===== src/dpdc_pkg.sv =====
//==============================================================
package dpdc_pkg;

  //============================================================
  // clock and long timing
  localparam int unsigned DPDC_SYS_PERIOD_NS = 50;
  localparam int unsigned DPDC_T_REFI_NS     = 7800;
  localparam int unsigned DPDC_REFI_LIMIT    = 9;
  localparam int unsigned DPDC_PD_MAX_CYC    =
    (DPDC_REFI_LIMIT * DPDC_T_REFI_NS) / DPDC_SYS_PERIOD_NS;

  //============================================================
  // counts in link clock cycles; DPDC_CK_HALF_CYC in system clock cycles
  localparam int unsigned DPDC_CNT_W  = 16;
  localparam logic [15:0] DPDC_T_CKE_NCK   = 16'h0003;
  localparam logic [15:0] DPDC_T_CPDED_NCK = 16'h0001;
  localparam logic [15:0] DPDC_T_XP_NCK    = 16'h0003;
  localparam logic [15:0] DPDC_T_XPDLL_NCK = 16'h000A;
  localparam logic [15:0] DPDC_CK_HALF_CYC = 16'h0001;

  //============================================================
  // reset values
  localparam logic DPDC_CKE_RST     = 1'h1;
  localparam logic DPDC_RESET_N_RST = 1'h0;

  //============================================================
  // command codes {cs_n, ras_n, cas_n, we_n}
  localparam logic [3:0] DPDC_CMD_DESEL = 4'hF;
  localparam logic [3:0] DPDC_CMD_NOP   = 4'h7;
  localparam logic [3:0] DPDC_CMD_REF   = 4'h1;

  //============================================================
  // states
  typedef enum logic [1:0] {CS_RUN, CS_ENTER, CS_PD, CS_EXIT} dpdc_ctrl_state_type;
  typedef enum logic [1:0] {DS_IDLE, DS_PD, DS_SREF} dpdc_dev_state_type;

endpackage : dpdc_pkg


===== src/dpdc_link_if.sv =====
`timescale 1ns/10ps
//==============================================================
// link between controller and device
interface dpdc_link_if;
  logic ck;
  logic cke;
  logic cs_n;
  logic ras_n;
  logic cas_n;
  logic we_n;
  logic odt;
  logic reset_n;

  modport ctrl
  (
    output ck,
    output cke,
    output cs_n,
    output ras_n,
    output cas_n,
    output we_n,
    output odt,
    output reset_n
  );

  modport dev
  (
    input ck,
    input cke,
    input cs_n,
    input ras_n,
    input cas_n,
    input we_n,
    input odt,
    input reset_n
  );
endinterface : dpdc_link_if


===== src/dpdc_controller.sv =====
`timescale 1ns/10ps
//==============================================================
// controller end: makes the link clock, drives CKE and commands
module dpdc_controller
#(
  parameter logic [15:0] CK_HALF_CYC  = dpdc_pkg::DPDC_CK_HALF_CYC,
  parameter logic [15:0] T_CKE_NCK    = dpdc_pkg::DPDC_T_CKE_NCK,
  parameter logic [15:0] T_CPDED_NCK  = dpdc_pkg::DPDC_T_CPDED_NCK,
  parameter logic [15:0] T_XP_NCK     = dpdc_pkg::DPDC_T_XP_NCK,
  parameter logic [15:0] T_XPDLL_NCK  = dpdc_pkg::DPDC_T_XPDLL_NCK,
  parameter int unsigned PD_MAX_CYC   = dpdc_pkg::DPDC_PD_MAX_CYC
)
(
  input  wire logic        SYS_CLK,
  input  wire logic        RESET,
  dpdc_link_if.ctrl        LINK,
  input  wire logic        PD_REQ,
  input  wire logic        BLOCKING_BUSY,
  input  wire logic        DLL_LOCKED,
  input  wire logic        SLOW_EXIT,
  input  wire logic        DRAM_RESET,
  input  wire logic        CMD_VALID,
  input  wire logic [3:0]  CMD_CODE,
  input  wire logic        USER_ODT,
  output logic             CMD_TAKEN,
  output logic             IN_PD,
  output logic             CMD_OK,
  output logic             DLL_CMD_OK,
  output logic             PD_ENTRY_OK,
  output logic             NEED_DLL_RESET
);

  dpdc_pkg::dpdc_ctrl_state_type state_reg;
  logic [15:0]                   div_cnt_reg;
  logic                          ck_reg;
  logic                          launch;
  logic [15:0]                   nck_cnt_reg;
  logic [15:0]                   xpdll_cnt_reg;
  logic [15:0]                   cke_hi_cnt_reg;
  logic [31:0]                   pd_time_reg;
  logic                          slow_reg;
  logic                          unlocked_reg;
  logic                          entry_ok;
  logic                          exit_due;
  logic                          cmd_gate;
  logic                          odt_gate;

  //============================================================
  // link clock divider; launch point on the falling edge
  always_ff @(posedge SYS_CLK or posedge RESET)
  begin
    if (RESET)
    begin
      div_cnt_reg <= 16'h0000;
      ck_reg      <= 1'h0;
    end
    else if (div_cnt_reg + 16'h0001 >= CK_HALF_CYC)
    begin
      div_cnt_reg <= 16'h0000;
      ck_reg      <= !ck_reg;
    end
    else
    begin
      div_cnt_reg <= div_cnt_reg + 16'h0001;
    end
  end

  assign launch = ck_reg && (div_cnt_reg + 16'h0001 >= CK_HALF_CYC);

  //============================================================
  // entry, exit, command and termination conditions
  assign entry_ok = PD_REQ && !BLOCKING_BUSY && !DRAM_RESET
                    && cke_hi_cnt_reg >= T_CKE_NCK
                    && (!slow_reg || xpdll_cnt_reg >= T_XPDLL_NCK);

  assign exit_due = nck_cnt_reg >= T_CKE_NCK
                    && (!PD_REQ || pd_time_reg >= PD_MAX_CYC);

  assign cmd_gate = state_reg == dpdc_pkg::CS_RUN && !DRAM_RESET
                    && nck_cnt_reg >= T_XP_NCK;

  assign odt_gate = (!slow_reg || xpdll_cnt_reg >= T_XPDLL_NCK) && !NEED_DLL_RESET;

  //============================================================
  // state and link counter
  always_ff @(posedge SYS_CLK or posedge RESET)
  begin
    if (RESET)
    begin
      state_reg   <= dpdc_pkg::CS_RUN;
      nck_cnt_reg <= T_XP_NCK;
    end
    else if (DRAM_RESET)
    begin
      state_reg   <= dpdc_pkg::CS_RUN;
      nck_cnt_reg <= 16'h0000;
    end
    else if (launch)
    begin
      case (state_reg)
        dpdc_pkg::CS_RUN:
        begin
          if (entry_ok && !CMD_VALID)
          begin
            state_reg   <= dpdc_pkg::CS_ENTER;
            nck_cnt_reg <= 16'h0000;
          end
          else if (nck_cnt_reg < T_XP_NCK)
          begin
            nck_cnt_reg <= nck_cnt_reg + 16'h0001;
          end
        end
        dpdc_pkg::CS_ENTER:
        begin
          nck_cnt_reg <= nck_cnt_reg + 16'h0001;
          if (nck_cnt_reg + 16'h0001 >= T_CPDED_NCK)
          begin
            state_reg <= dpdc_pkg::CS_PD;
          end
        end
        dpdc_pkg::CS_PD:
        begin
          if (exit_due)
          begin
            state_reg   <= dpdc_pkg::CS_EXIT;
            nck_cnt_reg <= 16'h0000;
          end
          else if (nck_cnt_reg < T_CKE_NCK)
          begin
            nck_cnt_reg <= nck_cnt_reg + 16'h0001;
          end
        end
        dpdc_pkg::CS_EXIT:
        begin
          state_reg   <= dpdc_pkg::CS_RUN;
          nck_cnt_reg <= 16'h0001;
        end
        default:
        begin
          state_reg   <= dpdc_pkg::CS_RUN;
          nck_cnt_reg <= 16'h0000;
        end
      endcase
    end
  end

  //============================================================
  // CKE high time and tXPDLL since the last exit, fast or slow
  always_ff @(posedge SYS_CLK or posedge RESET)
  begin
    if (RESET)
    begin
      cke_hi_cnt_reg <= T_CKE_NCK;
      xpdll_cnt_reg  <= T_XPDLL_NCK;
    end
    else if (launch)
    begin
      if (state_reg == dpdc_pkg::CS_PD && exit_due && !DRAM_RESET)
      begin
        cke_hi_cnt_reg <= 16'h0001;
        xpdll_cnt_reg  <= 16'h0001;
      end
      else
      begin
        if (cke_hi_cnt_reg < T_CKE_NCK && LINK.cke)
        begin
          cke_hi_cnt_reg <= cke_hi_cnt_reg + 16'h0001;
        end
        if (xpdll_cnt_reg < T_XPDLL_NCK && LINK.cke)
        begin
          xpdll_cnt_reg <= xpdll_cnt_reg + 16'h0001;
        end
      end
    end
  end

  //============================================================
  // power-down duration in system cycles
  always_ff @(posedge SYS_CLK or posedge RESET)
  begin
    if (RESET)
    begin
      pd_time_reg <= 32'h0000_0000;
    end
    else if (state_reg == dpdc_pkg::CS_ENTER || state_reg == dpdc_pkg::CS_PD)
    begin
      if (pd_time_reg < PD_MAX_CYC)
      begin
        pd_time_reg <= pd_time_reg + 32'h0000_0001;
      end
    end
    else
    begin
      pd_time_reg <= 32'h0000_0000;
    end
  end

  //============================================================
  // exit kind and DLL lock at entry
  always_ff @(posedge SYS_CLK or posedge RESET)
  begin
    if (RESET)
    begin
      slow_reg       <= 1'h0;
      unlocked_reg   <= 1'h0;
      NEED_DLL_RESET <= 1'h0;
    end
    else if (DRAM_RESET)
    begin
      slow_reg       <= 1'h0;
      unlocked_reg   <= 1'h0;
      NEED_DLL_RESET <= 1'h0;
    end
    else if (launch && state_reg == dpdc_pkg::CS_RUN && entry_ok && !CMD_VALID)
    begin
      slow_reg     <= SLOW_EXIT;
      unlocked_reg <= !DLL_LOCKED;
    end
    else if (launch && state_reg == dpdc_pkg::CS_EXIT)
    begin
      NEED_DLL_RESET <= unlocked_reg;
    end
    else if (DLL_LOCKED && !IN_PD)
    begin
      NEED_DLL_RESET <= 1'h0;
    end
  end

  //============================================================
  // link pins, changed at the falling link edge
  always_ff @(posedge SYS_CLK or posedge RESET)
  begin
    if (RESET)
    begin
      LINK.cke     <= dpdc_pkg::DPDC_CKE_RST;
      LINK.reset_n <= dpdc_pkg::DPDC_RESET_N_RST;
      LINK.cs_n    <= 1'h1;
      LINK.ras_n   <= 1'h1;
      LINK.cas_n   <= 1'h1;
      LINK.we_n    <= 1'h1;
      LINK.odt     <= 1'h0;
    end
    else if (launch)
    begin
      LINK.reset_n <= !DRAM_RESET;
      if (state_reg == dpdc_pkg::CS_RUN && entry_ok && !CMD_VALID)
      begin
        LINK.cke <= 1'h0;
      end
      else if (state_reg == dpdc_pkg::CS_PD && exit_due)
      begin
        LINK.cke <= 1'h1;
      end
      else if (DRAM_RESET)
      begin
        LINK.cke <= 1'h1;
      end
      if (cmd_gate && CMD_VALID)
      begin
        {LINK.cs_n, LINK.ras_n, LINK.cas_n, LINK.we_n} <= CMD_CODE;
      end
      else
      begin
        {LINK.cs_n, LINK.ras_n, LINK.cas_n, LINK.we_n} <= dpdc_pkg::DPDC_CMD_DESEL;
      end
      LINK.odt <= USER_ODT && odt_gate && state_reg == dpdc_pkg::CS_RUN;
    end
  end

  assign LINK.ck = ck_reg;

  //============================================================
  // user status
  assign CMD_TAKEN   = launch && cmd_gate && CMD_VALID;
  assign IN_PD       = state_reg != dpdc_pkg::CS_RUN;
  assign CMD_OK      = cmd_gate;
  assign DLL_CMD_OK  = cmd_gate && odt_gate && !NEED_DLL_RESET;
  assign PD_ENTRY_OK = state_reg == dpdc_pkg::CS_RUN && entry_ok;

endmodule : dpdc_controller


===== src/flat_wrapper.sv =====
// flat-port wrapper written by rule: the top's interface ports become plain ports
module dpdc_controller_flat 
#(
  parameter logic [15:0] CK_HALF_CYC  = dpdc_pkg::DPDC_CK_HALF_CYC,
  parameter logic [15:0] T_CKE_NCK    = dpdc_pkg::DPDC_T_CKE_NCK,
  parameter logic [15:0] T_CPDED_NCK  = dpdc_pkg::DPDC_T_CPDED_NCK,
  parameter logic [15:0] T_XP_NCK     = dpdc_pkg::DPDC_T_XP_NCK,
  parameter logic [15:0] T_XPDLL_NCK  = dpdc_pkg::DPDC_T_XPDLL_NCK,
  parameter int unsigned PD_MAX_CYC   = dpdc_pkg::DPDC_PD_MAX_CYC
)
  (SYS_CLK, RESET, PD_REQ, BLOCKING_BUSY, DLL_LOCKED, SLOW_EXIT, DRAM_RESET, CMD_VALID, CMD_CODE, USER_ODT, CMD_TAKEN, IN_PD, CMD_OK, DLL_CMD_OK, PD_ENTRY_OK, NEED_DLL_RESET, LINK_ck, LINK_cke, LINK_cs_n, LINK_ras_n, LINK_cas_n, LINK_we_n, LINK_odt, LINK_reset_n);
  dpdc_link_if LINK_i ();
  input  wire logic SYS_CLK;
  input  wire logic RESET;
  input  wire logic PD_REQ;
  input  wire logic BLOCKING_BUSY;
  input  wire logic DLL_LOCKED;
  input  wire logic SLOW_EXIT;
  input  wire logic DRAM_RESET;
  input  wire logic CMD_VALID;
  input  wire logic [3:0] CMD_CODE;
  input  wire logic USER_ODT;
  output logic CMD_TAKEN;
  output logic IN_PD;
  output logic CMD_OK;
  output logic DLL_CMD_OK;
  output logic PD_ENTRY_OK;
  output logic NEED_DLL_RESET;
  output wire logic [$bits(LINK_i.ck)-1:0] LINK_ck;
  output wire logic [$bits(LINK_i.cke)-1:0] LINK_cke;
  output wire logic [$bits(LINK_i.cs_n)-1:0] LINK_cs_n;
  output wire logic [$bits(LINK_i.ras_n)-1:0] LINK_ras_n;
  output wire logic [$bits(LINK_i.cas_n)-1:0] LINK_cas_n;
  output wire logic [$bits(LINK_i.we_n)-1:0] LINK_we_n;
  output wire logic [$bits(LINK_i.odt)-1:0] LINK_odt;
  output wire logic [$bits(LINK_i.reset_n)-1:0] LINK_reset_n;
  assign LINK_ck = LINK_i.ck;
  assign LINK_cke = LINK_i.cke;
  assign LINK_cs_n = LINK_i.cs_n;
  assign LINK_ras_n = LINK_i.ras_n;
  assign LINK_cas_n = LINK_i.cas_n;
  assign LINK_we_n = LINK_i.we_n;
  assign LINK_odt = LINK_i.odt;
  assign LINK_reset_n = LINK_i.reset_n;
  dpdc_controller #(.CK_HALF_CYC(CK_HALF_CYC), .T_CKE_NCK(T_CKE_NCK), .T_CPDED_NCK(T_CPDED_NCK), .T_XP_NCK(T_XP_NCK), .T_XPDLL_NCK(T_XPDLL_NCK), .PD_MAX_CYC(PD_MAX_CYC)) u_core (.SYS_CLK(SYS_CLK), .RESET(RESET), .LINK(LINK_i), .PD_REQ(PD_REQ), .BLOCKING_BUSY(BLOCKING_BUSY), .DLL_LOCKED(DLL_LOCKED), .SLOW_EXIT(SLOW_EXIT), .DRAM_RESET(DRAM_RESET), .CMD_VALID(CMD_VALID), .CMD_CODE(CMD_CODE), .USER_ODT(USER_ODT), .CMD_TAKEN(CMD_TAKEN), .IN_PD(IN_PD), .CMD_OK(CMD_OK), .DLL_CMD_OK(DLL_CMD_OK), .PD_ENTRY_OK(PD_ENTRY_OK), .NEED_DLL_RESET(NEED_DLL_RESET));
endmodule

===== config.mk =====
export PLATFORM = sky130hd
export DESIGN_NAME = dpdc_controller_flat
export DESIGN_NICKNAME = d
export VERILOG_FILES = /design/src/dpdc_pkg.sv /design/src/dpdc_link_if.sv /design/src/dpdc_controller.sv /design/src/flat_wrapper.sv
export SDC_FILE = /design/constraint.sdc
export NUM_CORES = 1
export LEC_CHECK = 0
export ABC_AREA = 0
export BUFFER_PORTS_ARGS = -buffer_cell sky130_fd_sc_hd__buf_2
export CORE_MARGIN = 3
export CORE_UTILIZATION = 55
export DETAILED_ROUTE_END_ITERATION = 10
export PLACE_DENSITY = 0.78
export SKIP_CTS_REPAIR_TIMING = 1
export SYNTH_ARGS = -nofsm -noshare
export SYNTH_HDL_FRONTEND = slang
export SYNTH_SLANG_ARGS = --single-unit
export TNS_END_PERCENT = 30

===== constraint.sdc =====
create_clock -name SYS_CLK -period 5.3 [get_ports SYS_CLK]
set_input_delay 0.795 -clock SYS_CLK [delete_from_list [all_inputs] [get_ports SYS_CLK]]
set_output_delay 0.795 -clock SYS_CLK [all_outputs]
set_load 0.05 [all_outputs]

==> summary.md, run 1 <==
| Metric | Value |
|---|---|
| Status | completed |
| Area growth syn-to-layout | 7.59% |
| Yosys warning count | 0 |
| Area post-placement | 6030 um2 |
| Hpwl dp | roughly 8.8 mm |
| Top FF cell, synth | dfrtp_1 |
| TritonCTS clock tree | yes |
| Starting density of the core | just under 60% |
| Seq/Total Area, Yosys | 47.4% |
| Final instance area | 6220 um2 |
| MaxCap Viol Count | 0 |
| Number of synthesized flops with an enable pin | 0 |
| Net Sw Frac | 26.5% |
| Total global routing overflow | 0 |
| Share of post-route cells with drive strength above 1 | 12.7% |
| Post-synthesis compound-gate area fraction | 14.9% |
| Int Power | between 1 and 1.5 mW |
| CTS Buf Count | 9 |
| Max-Slew Margin vs Limit | 46.4% |
| Max FFs per register | 32 |
| Unique cell type count in the Yosys netlist | 68 |
| H-tree Lvls | 3 |
| Slew @ Worst Pin | 0.801 ns |
| Setup_tns | 0 ns |
| Tcrit/Tclk final | 77.9% |
| Synth top area share | 42.4% |
| DR vias | 4695 |
| Wire per inst | 16.0 um |
| WP data required | between 4 and 5 ns |
| XOR/XNOR Fraction of Synth Area | 2.27% |
| Synth Cell Area | 5780 um2 |
| Mux contribution to synthesized area | 0.368% |
| Layout net count | 670 |
| IO Port Bufs | 26 |
| Longest Clk Path Bufs | 2 |
| FMAX | between 0.2 and 0.25 GHz |
| Final setup viols | 0 |
| Initial antenna violation count | 0 |
| Post-layout util | 62.2% |
| Fin. Hold Viols | 0 |
| Clk pwr share | 33.7% |
| Die Y | 109 um |
| Ports | 27 |
| GPL Wtd Cong | ~0.9 |
| Drt via density | 6.02 |
| Residual DRC count | 0 |
| Filler cells | 868 |
| Clock Latency Late Sink | 0.39 ns |
| CP max FO | between 40 and 50 |
| PwrDens | between 200 and 250 nW/um2 |
| Row cnt | 36 |
| Initial drt markers | 369 |
| Slew Viols, Final | 0 |
| Die X | between 100 and 150 um |
| Drt first pass iters | 5 |
| Post-DRT Antenna Nets | 0 |
| Crit. Startpoint | u_core.div_cnt_reg[0] |
| Power share of the combinational group | 6.5% |
| Worst EP arrival | 3.34 ns |
| Largest family of logic cells by synthesized area | simple AND/OR/NAND/NOR gates |
| Number of synthesized register bits | 109 |
| Ranking of synthesized cells by area | dfrtp_1 42%, dfstp_2 5.0%, and2_1 4.1%, nand2_1 3.4%, nor2_1 3.4% |
| Setup Skew | 0.0128 ns |
| Largest net degree at the start of global routing | 59 |
| Syn avg cell area | 9.42 um2 |
| Full die area | 11800 um2 |
| Min Hold Slack | 0.480 ns |
| Total routed wirelength | between 10 and 15 mm |
| Tmin final | approximately 4.1 ns |
| Yosys top cell by area | dfrtp_1 |
| Reg2reg start | u_core.nck_cnt_reg[0] |
| GRT Total Usage | 23.1% |
| Fraction of power consumed by sequential logic | 59.7% |
| Clk root buf | clkbuf_8 |
| Max VDD drop | 0.267 mV |
| Total power | 1.46 mW |
| HP Class | primary input to async pin |
| CP Launch Type | flop |
| Synth Area in Simple Gates | 27.5% |
| Mapped Cells | just over 600 |
| Worst-path clk slew | about 0.11 ns |
| Critical path type | flop to primary output |
| Leakage dissipation | 2.68 nW |
| Async set-reset flop share out of synthesis | 100% |
| Core Area | 10000 um2 |
| Sw power | around 390 uW |
| Synth Area in Adders | 3.24% |
| Ant diodes | 0 |
| Vias in the first global route | roughly 4.5k |
| First-pass GRT wire length | 21.6 mm |
| Unrepaired setup endpoints after global routing | no |
| CTS sink count | 109 |
| CP Capture Type | primary output |
==> synth_stat cells (4+ instances only) <==
library cell  instances
a211o_1               6
a211oi_1              5
a21oi_1              25
a31oi_1              20
and2_1               38
and3_1               12
and4_1                4
buf_2                 6
clkbuf_1             13
dfrtp_1              98
dfstp_2              11
ha_1                 15
inv_1                33
nand2_1              52
nand3_1              25
nand4_1              26
nor2_1               52
nor2b_1               7
nor3_1               15
nor4_1               21
o21a_1                8
o21ai_0              16
o311ai_0              5
o32ai_1               4
or2_2                 6
or3_1                 5
or4_1                 8
xnor2_1               9
xor2_1                6
==> stage by stage <==
step,setup slack (ns),instances
global placement,1.67,764
detailed placement,1.60,764
floorplan,0.889,627
global route,0.895,780
CTS,1.16,780
finish,1.17,780
==> cell usage in the layout (no fill, tap or decap), types with 12 or more instances in the layout <==
cell type,count
nor2_1,52
ha_1,15
nand3_1,25
conb_1,14
nor4_1,21
and3_1,12
dfrtp_1,98
a31oi_1,20
nand4_1,26
a21oi_1,25
nor3_1,15
o21ai_0,16
nand2_1,52
and2_1,38
inv_1,32
buf_2,26
==> critical path: stages, from the launching register on <==
cell,delay [ns]
dfrtp_1,0.48
ha_1,0.26
nand2_1,0.09
or4_1,0.50
nor3b_1,0.18
o2111ai_2,0.25
o21a_1,0.14
buf_4,0.39
and3_1,0.34
buf_2,0.30
==> per-layer routing <==
layer	up-vias	routed length, um	share of wire (%)	GRT usage [%]
li1	2277	-	-	-
met1	2275	5640	45	31.1
met2	130	6010	48	37.0
met3	13	691	5.5	5.73
met4	0	146	1.2	6.85
met5	-	0	0	0
==> power groups by stage <==
| stage | clock, mW | sequential [mW] | combinational, mW |
|---|---|---|---|
| 6_report | 0.494 | 0.874 | 0.0958 |
| 3_3_place_gp | 0 | 0.888 | 0.0948 |
| 2_1_floorplan | 0 | 0.889 | 0.0659 |
| 5_1_grt | 0.535 | 0.877 | 0.112 |
| 3_5_place_dp | 0 | 0.889 | 0.0971 |
| 4_1_cts | 0.508 | 0.873 | 0.0972 |
==> area by class of cell <==
type	count	area, um2	area share, %
clock inverters	6	53.8	0.864
flip-flops and latches	109	2740	44.0
well taps	133	166	2.67
repair buffers	29	153	2.45
inverters	34	130	2.09
multi-input cells	459	2840	45.7
clock buffers	10	138	2.21
==> kinds of logic (layout without fill, tap and decap cells) <==
group           count (synthesis)  in the layout
compound gates                121            121
mux                             2              2
flops                         109            109
fa+ha+maj                      15             15
simple gates                  292            292
buf+inv                        59             79
other cells                     1             14
xor+xnor                       15             15
==> worst paths after layout <==
| path | slack (ns) | depth (start not counted) | end |
|---|---|---|---|
| worst max-delay path | 1.17 | 9 | CMD_TAKEN |
| worst max register to register | 2.09 | 8 | u_core.state_reg[1] |
| worst min-delay path | 0.48 | 2 | u_core.xpdll_cnt_reg[15] |
| max in group asynchronous | 3.65 | 3 | u_core.nck_cnt_reg[6] |
| min in group SYS_CLK | 0.50 | 2 | u_core.LINK.reset_n |
| worst min register to register | 0.50 | 2 | u_core.LINK.reset_n |
Power figures use the tool's default switching activity.
==> run 2: changes to the inputs <==
--- a/config.mk
+++ b/config.mk
@@ -5,12 +5,12 @@
 export SDC_FILE = /design/constraint.sdc
 export NUM_CORES = 1
 export LEC_CHECK = 0
-export ABC_AREA = 0
+export ABC_AREA = 1
 export BUFFER_PORTS_ARGS = -buffer_cell sky130_fd_sc_hd__buf_2
 export CORE_MARGIN = 3
 export CORE_UTILIZATION = 55
 export DETAILED_ROUTE_END_ITERATION = 10
-export PLACE_DENSITY = 0.78
+export PLACE_DENSITY = 0.8
 export SKIP_CTS_REPAIR_TIMING = 1
 export SYNTH_ARGS = -nofsm -noshare
 export SYNTH_HDL_FRONTEND = slang
==> constraint.sdc (replaced) <==
create_clock -name SYS_CLK -period 3.8 [get_ports SYS_CLK]
set_input_delay 0.57 -clock SYS_CLK [delete_from_list [all_inputs] [get_ports SYS_CLK]]
set_output_delay 0.57 -clock SYS_CLK [all_outputs]
set_load 0.05 [all_outputs]
==> run 2 against run 1 <==
Synthesized cell count increased by 31%. Utilization is 0.63 points lower. Largest power group unchanged. Sequential cell count stayed put. First-iteration DRC count shrank 22%.
==> summary.md, run 2 <==
| Metric | Value |
|---|---|
| Layout net count | 869 (+30%) |
| PwrDens | 539 nW/um2 (+130%) |
| Share of post-route cells with drive strength above 1 | 8.87% (-3.8 points) |
| Clock Latency Late Sink | 0.38 ns (about the same) |
| CTS sink count | 109 (unchanged) |
| Drt first pass iters | 5 (unchanged) |
| Total routed wirelength | 11.4 mm (-8.5%) |
| Drt via density | 5.01 (-17%) |
| Leakage dissipation | 3.49 nW (+30%) |
| Unrepaired setup endpoints after global routing | no |
| Seq/Total Area, Yosys | 46.3% (-1.1 points) |
| H-tree Lvls | 3 (unchanged) |
| Commonest non-fill, non-tap cell in the layout | nand2_1 |
| Yosys warning count | 0 (unchanged) |
| Largest net degree at the start of global routing | 61 (+3.4%) |
| Full die area | 12000 um2 (+2.2%) |
| Top FF cell, synth | dfrtp_1 |
| GPL Wtd Cong | 0.905 (+0.19%) |
| Fin. Hold Viols | 0 (unchanged) |
| Longest Clk Path Bufs | 2 (unchanged) |
| Core Area | 10400 um2 (+4.2%) |
| Total global routing overflow | 0 (unchanged) |
| Final worst setup slack | 0.804 ns (-0.365 ns) |
| Ant diodes | 0 (unchanged) |
| CP max stage delay | 0.42 ns (-0.08 ns) |
| Setup_tns | 0 ns (unchanged) |
| WP data required | 3.23 ns (-1.28 ns) |
| Ports | 27 (unchanged) |
| HP Class | primary input to async pin |
| Post-DRT Antenna Nets | 0 (unchanged) |
| Yosys top cell by area | dfrtp_1 |
| Most common cell on crit path | nand2_1 |
| MaxCap Viol Count | 0 (unchanged) |
| Max VDD drop | 0.398 mV (+49%) |
| Row cnt | 37 (+2.8%) |
| Placed insts | 966 (+26%) |
| Status | completed |
| Mapped Cells | 804 (+31%) |
| IO Port Bufs | 26 (unchanged) |
| First-pass GRT wire length | 19.9 mm (-7.6%) |
| CTS Buf Count | 9 (unchanged) |
| TritonCTS clock tree | yes |
| Most frequent cells in the layout | 236 x nand2_1, 121 x inv_1, 99 x nor2_1 |
| Initial drt markers | 286 (-22%) |
| Setup Skew | 0.0197 ns (+0.00695 ns) |
| Top cells by count, synth | 236 x nand2_1, 122 x inv_1, 99 x nor2_1, 98 x dfrtp_1, 56 x o21ai_0 |
| Syn avg cell area | 7.36 um2 (-22%) |
| Tcrit/Tclk final | 78.8% |
| Pre-CTS WS | 1.21 ns (-0.391 ns) |
| Residual DRC count | 0 (unchanged) |
| Top delay family on crit path | simple AND/OR/NAND/NOR gates |
| Clk root buf | clkbuf_8 |
| FMAX | 0.334 GHz |
| Die Y | 110 um (+1.1%) |
| Number of synthesized register bits | 109 (unchanged) |
| Hpwl dp | 8.19 mm (-6.7%) |
| Unique cell type count in the Yosys netlist | 35 (-49%) |
| Die X | 110 um (+1.1%) |
| Max FFs per register | 32 (unchanged) |
| CP max FO | 15 (-63%) |
| Final cell count without fillers | 982 (+26%) |
| Tmin final | 3.00 ns |
| Area growth syn-to-layout | 8.44% |
| Initial antenna violation count | 0 (unchanged) |
| Post-layout util | 61.6% (-0.63 points) |
| Ranking of synthesized cells by area | dfrtp_1 41%, nand2_1 15%, inv_1 7.7%, nor2_1 6.3%, dfstp_2 4.9% |
| Count leader, synth | nand2_1 |
| CP Buf/Inv Count | 1 (-1) |
| Worst EP arrival | 2.43 ns (-0.91 ns) |
| Slew @ Worst Pin | 0.716 ns (-0.0850 ns) |
| DR vias | 4921 (+4.8%) |
| Crit-path cells | ha_1, nand2_2, nor2_2, nand2_1, nand2_1, nand2_1, nor2_2, nand2_1, nor2_1, nand2_2, nand2_4, nor2_1, buf_2 |
| Number of synthesized flops with an enable pin | 0 (unchanged) |
| CP Capture Type | primary output |
| Critical path type | flop to primary output |
| Slew Viols, Final | 0 (unchanged) |
| Synth Cell Area | 5920 um2 (+2.3%) |
| Worst-path clk slew | 0.11 ns (about the same) |
| GRT Total Usage | 20.5% (-2.6 points) |
| Starting density of the core | 56.8% (-1.0 points) |
| Vias in the first global route | 4503 (-0.84%) |
| CP Launch Type | flop |
| Wire per inst | 11.6 um (-27%) |
| Critical path's slowest cell | dfrtp_1 |
| Final setup viols | 0 (unchanged) |
| Synth top area share | 41.4% (-0.96 points) |
| Max-Slew Margin vs Limit | 52.3% (+5.9 points) |
| Async set-reset flop share out of synthesis | 100% (unchanged) |
==> run 2: area by class of cell <==
| class | count | area, um2 |
|---|---|---|
| sequential | 109 | 2740 |
| clock buffer | 9 | 124 |
| timing repair buffer | 30 | 160 |
| fill | 946 | 4000 |
| clock inverter | 7 | 90.1 |
| multi-input combinational | 566 | 2660 |
| tap | 136 | 170 |
| inverter | 125 | 475 |
==> run 2: worst paths after layout <==
kind                       slack (ns)  depth (start not counted)                    from                      end
setup / recovery                 0.80                         13   u_core.div_cnt_reg[0]                CMD_TAKEN
hold / removal                   0.31                          2                   RESET    u_core.nck_cnt_reg[5]
setup reg to reg                 1.34                         14   u_core.div_cnt_reg[0]   u_core.nck_cnt_reg[11]
hold reg to reg                  0.47                          2  u_core.pd_time_reg[23]   u_core.pd_time_reg[23]
max in group asynchronous        2.65                          3                   RESET  u_core.xpdll_cnt_reg[1]
min in group SYS_CLK             0.40                          3               SLOW_EXIT          u_core.slow_reg
==> run 2: logic make-up (layout without fill, tap and decap cells) <==
| group | count (synthesis) | in the layout | share of synthesized area [%] |
|---|---|---|---|
| AOI/OAI and AO/OA | 88 | 88 | 7.82 |
| adders and majority gates | 15 | 15 | 3.17 |
| and+or+nand+nor | 443 | 443 | 32.1 |
| other | 1 | 14 | 0.0634 |
| xor gates and xnor gates | 6 | 6 | 0.888 |
| DFF | 109 | 109 | 46.3 |
| buffers and inverters | 142 | 171 | 9.62 |
==> run 2: metrics by stage <==
| stage | cell area [um2] | hold WS, ns | total power, mW |
|---|---|---|---|
| 2_1_floorplan | 5970 | 0.433 | 2.45 |
| 3_3_place_gp | 6200 | 0.444 | 2.71 |
| 3_5_place_dp | 6200 | 0.450 | 2.73 |
| 4_1_cts | 6420 | 0.320 | 3.48 |
| 5_1_grt | 6420 | 0.351 | 3.73 |
| 6_report | 6420 | 0.305 | 3.46 |
==> run 2: power by group <==
| group | internal [mW] | total [mW] | leakage [nW] | switching, mW |
|---|---|---|---|---|
| combinational | 0.392 | 1.30 | 1.95 | 0.907 |
| sequential | 1.30 | 1.42 | 1.43 | 0.120 |
| clock | 0.321 | 0.743 | 0.106 | 0.422 |
==> run 2: metal layers <==
| metal | up-vias | GRT usage (%) | share of wire, % |
|---|---|---|---|
| met5 | - | 0 | 0 |
| met4 | 0 | 5.25 | 1.1 |
| met3 | 14 | 4.40 | 4.0 |
| met2 | 81 | 33.3 | 47 |
| met1 | 2250 | 28.0 | 48 |
| li1 | 2576 | - | - |
